[src/include/mem_sampler_pkg.sv]
// constants, types and field layout of the precise memory event sampler
// assumes one retirement report per clk_sys cycle, already committed
//
// Overview of operation
// RULE1 - overflow arms; next event captures, then interrupts
// RULE2 - sample address is the following instruction
// RULE3 - count only at retirement, never speculatively
// RULE4 - capture all sixteen registers after completion
// RULE5 - all four counters sample independently; here one shared record, lowest counter wins
// RULE6 - select 0b: 01 loads, 02 stores
// RULE7 - select cb: 01/02/04/08/10 load data sources
// RULE8 - select cb 20: loads dropped by breakpoint
// RULE9 - select cb 40: loads hitting fill buffer
// RULE10 - select cb 80: every load data tlb miss
// RULE11 - select 0f: 02/08/10/20/80 uncore sources
// RULE12 - remote modified line counts as home memory
// RULE13 - select 0c: 01 store tlb miss, 02 dropped
// RULE14 - select c8 20: instruction tlb miss retired
// RULE15 - load source events count demand loads only
// RULE16 - unsnooped last-level hit by presence bits
`default_nettype none
package mem_sampler_pkg;
  localparam int unsigned NUM_CNT = 4;
  localparam int unsigned NUM_GPR = 16;
  localparam int unsigned CNT_W   = 32;
  localparam int unsigned ADDR_W  = 8;
  localparam int unsigned DATA_W  = 32;
  localparam logic [CNT_W-1:0] CNT_MAX = 32'hffff_ffff;

  // event selects
  localparam logic [7:0] EVSEL_MEM_INSTR  = 8'h0b;
  localparam logic [7:0] EVSEL_LOAD_SRC   = 8'hcb;
  localparam logic [7:0] EVSEL_UNCORE_SRC = 8'h0f;
  localparam logic [7:0] EVSEL_STORE      = 8'h0c;
  localparam logic [7:0] EVSEL_ITLB       = 8'hc8;
  // unit masks
  localparam logic [7:0] UM_LOADS        = 8'h01;
  localparam logic [7:0] UM_STORES       = 8'h02;
  localparam logic [7:0] UM_L1_HIT       = 8'h01;
  localparam logic [7:0] UM_L2_HIT       = 8'h02;
  localparam logic [7:0] UM_NOSNOOP      = 8'h04;
  localparam logic [7:0] UM_SIB_SNOOP    = 8'h08;
  localparam logic [7:0] UM_LLC_MISS     = 8'h10;
  localparam logic [7:0] UM_LD_DROPPED   = 8'h20;
  localparam logic [7:0] UM_FILL_BUF     = 8'h40;
  localparam logic [7:0] UM_LD_DTLB      = 8'h80;
  localparam logic [7:0] UM_SIB_HITM     = 8'h02;
  localparam logic [7:0] UM_REMOTE_CACHE = 8'h08;
  localparam logic [7:0] UM_REMOTE_DRAM  = 8'h10;
  localparam logic [7:0] UM_LOCAL_DRAM   = 8'h20;
  localparam logic [7:0] UM_UNCACHED_IO  = 8'h80;
  localparam logic [7:0] UM_ST_DTLB      = 8'h01;
  localparam logic [7:0] UM_ST_DROPPED   = 8'h02;
  localparam logic [7:0] UM_ITLB         = 8'h20;

  // register byte offsets
  localparam logic [ADDR_W-1:0] OFS_CFG0   = 8'h00;
  localparam logic [ADDR_W-1:0] OFS_CNT0   = 8'h10;
  localparam logic [ADDR_W-1:0] OFS_STATUS = 8'h20;
  localparam logic [ADDR_W-1:0] OFS_IP_LO  = 8'h28;
  localparam logic [ADDR_W-1:0] OFS_IP_HI  = 8'h2c;
  localparam logic [ADDR_W-1:0] OFS_GPR0   = 8'h40;
  localparam logic [ADDR_W-1:0] OFS_GPR_END = 8'hc0;
  // field positions
  localparam int unsigned CFG_EVSEL_LSB = 0;
  localparam int unsigned CFG_UMASK_LSB = 8;
  localparam int unsigned CFG_EN_BIT    = 16;
  localparam int unsigned ST_ARMED_LSB  = 0;
  localparam int unsigned ST_PEND_BIT   = 8;
  localparam int unsigned ST_SRC_LSB    = 12;

  typedef enum logic [3:0] {
    SRC_L1          = 4'h0,
    SRC_FILL_BUF    = 4'h1,
    SRC_L2          = 4'h2,
    SRC_LLC         = 4'h3,
    SRC_REMOTE_FWD  = 4'h4,
    SRC_LOCAL_DRAM  = 4'h5,
    SRC_REMOTE_DRAM = 4'h6,
    SRC_REMOTE_HITM = 4'h7,
    SRC_UNCACHED_IO = 4'h8
  } data_src_t;

  typedef enum logic {
    ST_COUNT = 1'b0,
    ST_ARMED = 1'b1
  } cnt_state_t;

  typedef struct packed {
    logic        en;
    logic [7:0]  umask;
    logic [7:0]  evsel;
  } cnt_cfg_t;

  // one committed instruction from retirement
  typedef struct packed {
    logic        valid;
    logic        is_load;
    logic        is_store;
    logic        demand;
    logic        dtlb_miss;
    logic        itlb_miss;
    logic        bp_dropped;
    data_src_t   src;
    logic [3:0]  presence;
    logic [3:0]  self_core;
    logic        llc_wb_mod;
    logic        sib_modified;
    logic        home_local;
    logic [63:0] next_ip;
  } retire_t;

  typedef logic [NUM_GPR-1:0][63:0] gpr_file_t;
endpackage : mem_sampler_pkg
`default_nettype wire

[src/hw/mem_event_sampler.sv]
// precise memory event sampler: four event counters and one sample record
// assumes retire_info reports only committed instructions, one per cycle
//
// Chosen here: the address-and-strobe port and the address map.
`default_nettype none
module mem_event_sampler (
  input  wire logic                               clk_sys,
  input  wire logic                               sys_rst,
  input  wire mem_sampler_pkg::retire_t           retire_info,
  input  wire mem_sampler_pkg::gpr_file_t         retire_gpr,
  input  wire logic [mem_sampler_pkg::ADDR_W-1:0] reg_addr,
  input  wire logic [mem_sampler_pkg::DATA_W-1:0] reg_wdata,
  input  wire logic                               reg_wr,
  input  wire logic                               reg_rd,
  output logic      [mem_sampler_pkg::DATA_W-1:0] reg_rdata,
  output logic                                    perf_monitor_interrupt
);
  import mem_sampler_pkg::*;

  // ---------------------------------------------------------------
  // event classification
  // ---------------------------------------------------------------
  function automatic logic evt_hit(input cnt_cfg_t c, input retire_t r);
    logic [7:0] cls;
    logic       ld;
    logic       llc_hit;
    logic       only_self;
    logic       shared;
    logic       nosnoop;
    logic       beyond_llc;
    logic       loc_mem;
    logic       rem_mem;
    cls        = 8'h00;
    ld         = r.is_load & r.demand; // RULE15
    llc_hit    = (r.src == SRC_LLC);
    only_self  = (r.presence == r.self_core);
    shared     = ($countones(r.presence) > 1);
    nosnoop    = llc_hit & (only_self | shared | r.llc_wb_mod); // RULE16
    beyond_llc = (r.src >= SRC_REMOTE_FWD);
    loc_mem    = (r.src == SRC_LOCAL_DRAM) |
                 ((r.src == SRC_REMOTE_HITM) & r.home_local); // RULE12
    rem_mem    = (r.src == SRC_REMOTE_DRAM) |
                 ((r.src == SRC_REMOTE_HITM) & ~r.home_local); // RULE12
    case (c.evsel)
      EVSEL_MEM_INSTR: begin
        cls = ({8{r.is_load}} & UM_LOADS) | ({8{r.is_store}} & UM_STORES); // RULE6
      end
      EVSEL_LOAD_SRC: begin
        cls = ({8{ld & (r.src == SRC_L1)}} & UM_L1_HIT) | // RULE7
              ({8{ld & (r.src == SRC_L2)}} & UM_L2_HIT) | // RULE7
              ({8{ld & nosnoop}} & UM_NOSNOOP) | // RULE7
              ({8{ld & llc_hit & ~nosnoop}} & UM_SIB_SNOOP) | // RULE7
              ({8{ld & beyond_llc}} & UM_LLC_MISS) | // RULE7
              ({8{ld & r.bp_dropped}} & UM_LD_DROPPED) | // RULE8
              ({8{ld & (r.src == SRC_FILL_BUF)}} & UM_FILL_BUF) | // RULE9
              ({8{r.is_load & r.dtlb_miss}} & UM_LD_DTLB); // RULE10
      end
      EVSEL_UNCORE_SRC: begin
        cls = ({8{ld & llc_hit & ~nosnoop & r.sib_modified}} & UM_SIB_HITM) | // RULE11
              ({8{ld & (r.src == SRC_REMOTE_FWD)}} & UM_REMOTE_CACHE) | // RULE11
              ({8{ld & rem_mem}} & UM_REMOTE_DRAM) | // RULE11
              ({8{ld & loc_mem}} & UM_LOCAL_DRAM) | // RULE11
              ({8{ld & (r.src == SRC_UNCACHED_IO)}} & UM_UNCACHED_IO); // RULE11
      end
      EVSEL_STORE: begin
        cls = ({8{r.is_store & r.dtlb_miss}} & UM_ST_DTLB) | // RULE13
              ({8{r.is_store & r.bp_dropped}} & UM_ST_DROPPED); // RULE13
      end
      EVSEL_ITLB: begin
        cls = {8{r.itlb_miss}} & UM_ITLB; // RULE14
      end
      default: begin
        cls = 8'h00;
      end
    endcase
    return c.en & r.valid & (|(cls & c.umask)); // RULE3
  endfunction : evt_hit

  function automatic logic in_block(input logic [ADDR_W-1:0] a,
                                    input logic [ADDR_W-1:0] base);
    return a[ADDR_W-1:4] == base[ADDR_W-1:4];
  endfunction : in_block

  // ---------------------------------------------------------------
  // counters
  // ---------------------------------------------------------------
  cnt_cfg_t           cfg_q [NUM_CNT];
  logic [CNT_W-1:0]   cnt_q [NUM_CNT];
  cnt_state_t         st_q  [NUM_CNT];
  logic [NUM_CNT-1:0] hit;
  logic [NUM_CNT-1:0] trig;
  logic [NUM_CNT-1:0] grant;
  logic [NUM_CNT-1:0] cnt_wr;
  logic               pend_q;
  logic               cap;
  logic               pend_clr;
  logic [1:0]         grant_idx;

  generate
    for (genvar i = 0; i < NUM_CNT; i++) begin : g_cnt
      assign hit[i]    = evt_hit(cfg_q[i], retire_info); // RULE5
      assign cnt_wr[i] = reg_wr & in_block(reg_addr, OFS_CNT0) &
                         (reg_addr[3:2] == 2'(i));
      assign trig[i]   = (st_q[i] == ST_ARMED) & hit[i] & ~pend_q; // RULE1

      always_ff @(posedge clk_sys) begin
        if (sys_rst) begin
          cfg_q[i] <= '0;
        end else if (reg_wr & in_block(reg_addr, OFS_CFG0) & (reg_addr[3:2] == 2'(i))) begin
          cfg_q[i] <= cnt_cfg_t'(reg_wdata[CFG_EN_BIT:CFG_EVSEL_LSB]);
        end
      end

      always_ff @(posedge clk_sys) begin
        if (sys_rst) begin
          cnt_q[i] <= '0;
        end else if (cnt_wr[i]) begin
          cnt_q[i] <= reg_wdata;
        end else if (hit[i]) begin
          cnt_q[i] <= cnt_q[i] + 1'b1; // RULE3
        end
      end

      always_ff @(posedge clk_sys) begin
        if (sys_rst) begin
          st_q[i] <= ST_COUNT;
        end else begin
          case (st_q[i])
            ST_COUNT: begin
              if (hit[i] & ~cnt_wr[i] & (cnt_q[i] == CNT_MAX)) begin
                st_q[i] <= ST_ARMED; // RULE1
              end
            end
            ST_ARMED: begin
              if (grant[i] | ~cfg_q[i].en) begin
                st_q[i] <= ST_COUNT;
              end
            end
            default: begin
              st_q[i] <= ST_COUNT;
            end
          endcase
        end
      end
    end
  endgenerate

  // lowest counter wins when several fire on one instruction
  always_comb begin
    grant     = '0;
    grant_idx = 2'h0;
    for (int k = NUM_CNT - 1; k >= 0; k--) begin
      if (trig[k]) begin
        grant     = '0;
        grant[k]  = 1'b1;
        grant_idx = k[1:0];
      end
    end
  end
  assign cap = |trig;

  // ---------------------------------------------------------------
  // sample record
  // ---------------------------------------------------------------
  logic [63:0] ip_q;
  gpr_file_t   gpr_q;
  logic [1:0]  src_q;

  always_ff @(posedge clk_sys) begin
    if (sys_rst) begin
      ip_q  <= '0;
      gpr_q <= '0;
      src_q <= 2'h0;
    end else if (cap) begin
      ip_q  <= retire_info.next_ip; // RULE2
      gpr_q <= retire_gpr; // RULE4
      src_q <= grant_idx;
    end
  end

  // interrupt stands until software clears it; no new capture while it stands
  assign pend_clr = reg_wr & (reg_addr == OFS_STATUS) & reg_wdata[ST_PEND_BIT];

  always_ff @(posedge clk_sys) begin
    if (sys_rst) begin
      pend_q <= 1'b0;
    end else begin
      pend_q <= cap | (pend_q & ~pend_clr); // RULE1
    end
  end
  assign perf_monitor_interrupt = pend_q;

  // ---------------------------------------------------------------
  // register read port
  // ---------------------------------------------------------------
  logic [DATA_W-1:0]  rd_val;
  logic [NUM_CNT-1:0] armed_vec;
  logic [3:0]         gpr_idx;
  logic [ADDR_W-1:0]  gpr_off;

  always_comb begin
    for (int k = 0; k < NUM_CNT; k++) begin
      armed_vec[k] = (st_q[k] == ST_ARMED);
    end
  end
  // register n sits at gpr base plus eight times n
  assign gpr_off = reg_addr - OFS_GPR0;
  assign gpr_idx = gpr_off[6:3];

  always_comb begin
    rd_val = '0;
    if (in_block(reg_addr, OFS_CFG0)) begin
      rd_val[CFG_EN_BIT:CFG_EVSEL_LSB] = cfg_q[reg_addr[3:2]];
    end else if (in_block(reg_addr, OFS_CNT0)) begin
      rd_val = cnt_q[reg_addr[3:2]];
    end else if (reg_addr == OFS_STATUS) begin
      rd_val[ST_ARMED_LSB +: NUM_CNT] = armed_vec;
      rd_val[ST_PEND_BIT]             = pend_q;
      rd_val[ST_SRC_LSB +: 2]         = src_q;
    end else if (reg_addr == OFS_IP_LO) begin
      rd_val = ip_q[31:0];
    end else if (reg_addr == OFS_IP_HI) begin
      rd_val = ip_q[63:32];
    end else if ((reg_addr >= OFS_GPR0) && (reg_addr < OFS_GPR_END)) begin
      rd_val = reg_addr[2] ? gpr_q[gpr_idx][63:32] : gpr_q[gpr_idx][31:0];
    end
  end

  always_ff @(posedge clk_sys) begin
    if (sys_rst) begin
      reg_rdata <= '0;
    end else if (reg_rd) begin
      reg_rdata <= rd_val;
    end else begin
      reg_rdata <= '0;
    end
  end
endmodule : mem_event_sampler
`default_nettype wire

[config.mk]
export PLATFORM = sky130hd
export DESIGN_NAME = mem_event_sampler
export DESIGN_NICKNAME = d
export VERILOG_FILES = /design/src/include/mem_sampler_pkg.sv /design/src/hw/mem_event_sampler.sv
export SDC_FILE = /design/constraint.sdc
export NUM_CORES = 2
export LEC_CHECK = 0
export ABC_AREA = 1
export BUFFER_PORTS_ARGS = -buffer_cell sky130_fd_sc_hd__buf_2
export CORE_AREA = 2 2 466 468
export DETAILED_ROUTE_END_ITERATION = 10
export DIE_AREA = 0 0 468 470
export PLACE_DENSITY = 0.5
export SLEW_MARGIN = 20
export SYNTH_ARGS = -nofsm -noshare
export SYNTH_HDL_FRONTEND = slang
export SYNTH_SLANG_ARGS = --single-unit
[constraint.sdc]
create_clock -name clk_sys -period 4.2 [get_ports clk_sys]
set_input_delay 0.21 -clock clk_sys [delete_from_list [all_inputs] [get_ports clk_sys]]
set_output_delay 0.21 -clock clk_sys [all_outputs]
set_load 0.1 [all_outputs]
* Word level (Yosys, flattened, before mapping)
Memory sizes are Yosys's and may differ from the RTL's. Cells that the tools add are included.
Word-level totals: flip-flop bits (word level) 1123, memory bits (writable) 200, output and inout bits 33, memories 3
Memory list:
- cnt_q | depth 4, bits a word 32, read ports 5, clocked after memory_dff 0, write ports 4, line mem_event_sampler.sv:88 | logic [CNT_W-1:0] cnt_q [NUM_CNT];
- cfg_q | depth 4, bits a word 17, read ports 5, clocked after memory_dff 0, write ports 4, line mem_event_sampler.sv:87 | cnt_cfg_t cfg_q [NUM_CNT];
- st_q | depth 4, bits a word 1, read ports 4, clocked after memory_dff 0, write ports 4, line mem_event_sampler.sv:89 | cnt_state_t st_q [NUM_CNT];
Cells by class: $add $sub $neg 8, magnitude comparators 5, equal/unequal tests 40, multiplexer cells 120, bitwise logic cells 116, reduce and logical (&&, ||, !) cells 11
Operators with widths (number):
- $mux 32 | 13
- $bmux 64 s4 | 1
- $pmux 8 s5 | 4
- $add 32x1->32 const B | 4
- $eq 32x32->1 const B | 4
- $eq 8x4->1 const B | 12
- $mux 17 | 5
- $mux 1 | 83
- $eq 8x8->1 const B | 8
- $mux 64 | 1
- $and 1x1->1 | 57
- $and 8x8->8 | 4
- $reduce_or 8->1 | 4
- $or 1x1->1 | 29
- $eq 8x6->1 const B | 3
- $mux 4 | 6
- $mux 18 | 1
- $eq 4x3->1 const B | 4
- $not 1->1 | 13
- $mux 2 | 5
- $or 4x5->5 | 2
- $eq 4x1->1 const B | 2
- $eq 4x2->1 const B | 2
- $ge 8x7->1 const B | 1
- other kinds (27) | 32

* Depth between registers and ports, before layout
depth in word-level cells 29, gate-level depth with buffers 21, gate-level depth less buffers 18

* Worst setup path after synthesis
No wires, ideal clock.
kind input-to-reg, start point input reg_addr[6] (netlist bit), end point memory cfg_q[0][0] (netlist bit), enable pin, data arrival time 2902 ps, data required time 3785 ps, path slack 883 ps, cell stages on the path 10, buffers on the path 2, path through clkbuf_1 > clkinv_1 > clkbuf_1 > ha_1 > inv_1 > nor2_1 > inv_1 > nor2_1 > inv_1 > o21ai_0
RTL lines:
- from (decl) | line mem_event_sampler.sv:11 | input wire logic [mem_sampler_pkg::ADDR_W-1:0] reg_addr,
- to (decl) | line mem_event_sampler.sv:87

==> flow_summary.toml <==
[cts]
h-tree-depth = 4
postCtsHoldBufs = 1118
clk_latency_ns = 0.86
post-cts-setup-buffers = 0
cts_resized = 0
tritoncts = "built"
cts_root_buf = "clkbuf_16"
path_clk_slew_ns = 0.06
cts-buffers-inserted = 158
clock-sinks = 1323
max-clock-path-buffers = 3

[sta]
max_slew_margin_pct = 13.9
setup_slack_ns = 0.331
rsz0062_at_grt = "no"
finalCriticalPeriod_ns = 3.87
worst_pin_slew_ns = 1.28
timing.setup.tns_ns = 0
fin_skew_ns = 0.0772
hold_violations = 0
fmax_mhz = 258
fin_crit_sh_pct = 92.1
final-setup-viol-count = 0
report.final.slew_viol_count = 0

[place]
numPortBuffers = 1186
place.gp.congestion = 1.02
dpl_cell_area_um2 = 71100
hpwlAfterDp_um = 287000
dp_slack_ns = 0.276

[min_path]
hold_depth = 3
holdPathEnd = "cfg_q[0][11]"
hold_path_startpoint = "reg_wdata[11]"
hold_class = "in2reg"

[cells_and_area]
drive_above_1_share_pct = 16.1
multi_input_area_um2 = 29200
stdcell_area_um2 = 87900
fillers = 22300
final_core_util_pct = 40.8
area_delta_synth_final_pct = 43.4
seq_area_um2 = 28500
layout.nets = 12000

[logic_synthesis]
yosysTopAreaCellShare_pct = 36.6
synth-edff-count = 200
yosysTopAreaCell = "dfxtp_1"
yosysWarnings = 0
synth.avg_cell_area_um2 = 7.03
async_flop_share_pct = 0
synth_seq_area_share_pct = 46.4
synth_nets = 9882
synth-seq-cells = 1323
synthTopCellsByArea = "dfxtp_1 37%, nor2_1 19%, o21ai_0 13%"
syn_inst = 8722
synth_cell_type_count = 50
netlist_area_um2 = 61300
synth_flop_cell = "dfxtp_1"

[worst_setup_path]
cp_max_fo = 5
r2r_slack_ns = 0.33
cpPeakStageDelay_ns = 0.41
crit_path_end_kind = "register"
reg2reg_from = "cnt_q[0][0]"
cp_cell_sequence = "ha_1 -> nand3_1 -> nor3_1 -> nand3_1 -> nor2_1 -> nand3_1 -> nor2_1 -> nand3_1 -> nor2_2 -> nand2_1 -> nor2_1 -> nand3_1 -> o2111ai_1"
ff2ff_path_depth = 13
crit_top_cell = "nand3_1"
required_ns = 4.72
arrival_ns = 4.39
critical-path-slowest-cell = "edfxtp_1"
worst-setup-path-type = "reg2reg"
r2r_end = "st_q[0]"
cp-start-kind = "register"

[detailed_routing]
drc = 0
via_per_inst = 5.25
drt_iter0_drc = 7418
antenna_left = 0
wl_per_cell_um = 27.2
dr.pass1.iters = 6
num_vias = 73000
wirelength_um = 378000

[status]
outcome = "completed"

[floorplan]
die_x_um = 468
num_rows = 171
die_area_um2 = 220000
io_pins = 1187
die_y_um = 470
coreArea_um2 = 216000
start_util_pct = 28.4

[power_and_ir_drop]
power_leakage_nw = 35.0
ir_drop_mv = 0.433
p_per_area_nw_per_um2 = 362
total_power_mw = 31.8

[global_routing]
antenna_found_initial = 127
grt_pass1_wl_um = 518000
grt.overflow.total = 0
grt.total_usage_pct = 32.9
grt_pass1_vias = 70400
grt_max_degree = 184

[run]
max_cap_viol_count = 0
## sequential cells by signal, summed over array words and instances, names as in the netlist
signal and cells:
perf_monitor_interrupt 1, cfg_q 68, src_q 2, cnt_q 128, ip_q 64, gpr_q 1024, reg_rdata 32, st_q 4
## worst max-delay path by stage
stage | to | start | slack [ns]
CTS | gpr_q[971] | cfg_q[3][5] | 0.56
floorplan | cfg_q[0][0] | reg_addr[6] | 0.88
finish | st_q[0] | cnt_q[0][0] | 0.33
global placement | reg_rdata[21] | reg_addr[4] | 0.12
detailed placement | gpr_q[971] | retire_info[71] | 0.28
global route | st_q[0] | cnt_q[0][0] | 0.17
## metrics by stage
stage | hold slack, ns | cells
2_1_floorplan | 0.356 | 8722
3_3_place_gp | 0.450 | 12400
3_5_place_dp | 0.458 | 12400
4_1_cts | 0.00660 | 13800
5_1_grt | 0.0206 | 13900
6_report | 0.0795 | 13900
## cell usage in the layout (no fill, tap or decap), drive strengths merged, types with 190 or more instances in the layout
| master | n |
|---|---|
| dlygate4sd3 | 1118 |
| dfxtp | 1123 |
| nand2 | 635 |
| inv | 238 |
| a21oi | 190 |
| o21ai | 1747 |
| buf | 1481 |
| nor2 | 3189 |
| clkbuf | 228 |
| edfxtp | 200 |
## worst max-delay path: cells and delay by family, from the launching register on
kind / cells / cell delay, ns
AO/OA/AOI/OAI: 1 / 0.17
adder cells (fa/ha/maj): 1 / 0.21
flip-flops: 1 / 0.41
AND/OR/NAND/NOR: 11 / 2.76
## cells by family after synthesis
| family | after synthesis | share of synthesized area [%] |
|---|---|---|
| adders and majority gates | 6 | 0.135 |
| buffers and inverters | 876 | 6.02 |
| AOI/OAI and AO/OA | 2242 | 19.5 |
| and+or+nand+nor | 4180 | 26.6 |
| DFF | 1323 | 46.4 |
| xor gates and xnor gates | 95 | 1.36 |
## metal layers
metal,wire length (um),part of all wire (%),vias to the layer above,global-route usage (%)
met2,169000,45,3697,52.3
met5,314,0.083,-,0
met1,150000,40,35000,39.8
met3,26800,7.1,1080,5.82
met4,32200,8.5,46,24.2
li1,-,-,33200,-
## layout make-up
class,count,share of cell area (%)
repair buffers,2599,22.9
clock buffers,228,5.23
flip-flops and latches,1323,32.4
clock inverters,59,0.886
diodes,96,0.273
well taps,2854,4.06
multi-input cells,6523,33.2
inverters,236,1.04
## where the power goes
group | internal, mW | switching, mW
logic | 1.68 | 2.72
clock network | 8.24 | 6.11
registers | 13.0 | 0.123
total | 22.9 | 8.95
## synthesized netlist by cell type (5+ instances only)
cell type / n
a22oi_1: 16
o21ai_0: 1643
a31oi_1: 6
nand4_1: 40
buf_1: 26
o22ai_1: 139
buf_2: 123
inv_2: 7
nor4_1: 20
o21ai_1: 104
o311ai_0: 10
nor2_1: 3182
o31ai_1: 14
dfxtp_1: 1123
o211ai_1: 19
o2111ai_1: 86
inv_1: 225
ha_1: 5
buf_4: 13
buf_6: 27
edfxtp_1: 200
clkbuf_1: 451
xnor2_1: 29
o221ai_1: 8
nand3_1: 160
nor3_1: 122
nand2_1: 632
nor2_2: 5
a21oi_1: 190
xor2_1: 66
Note: power is estimated with default switching activity, not from simulation.
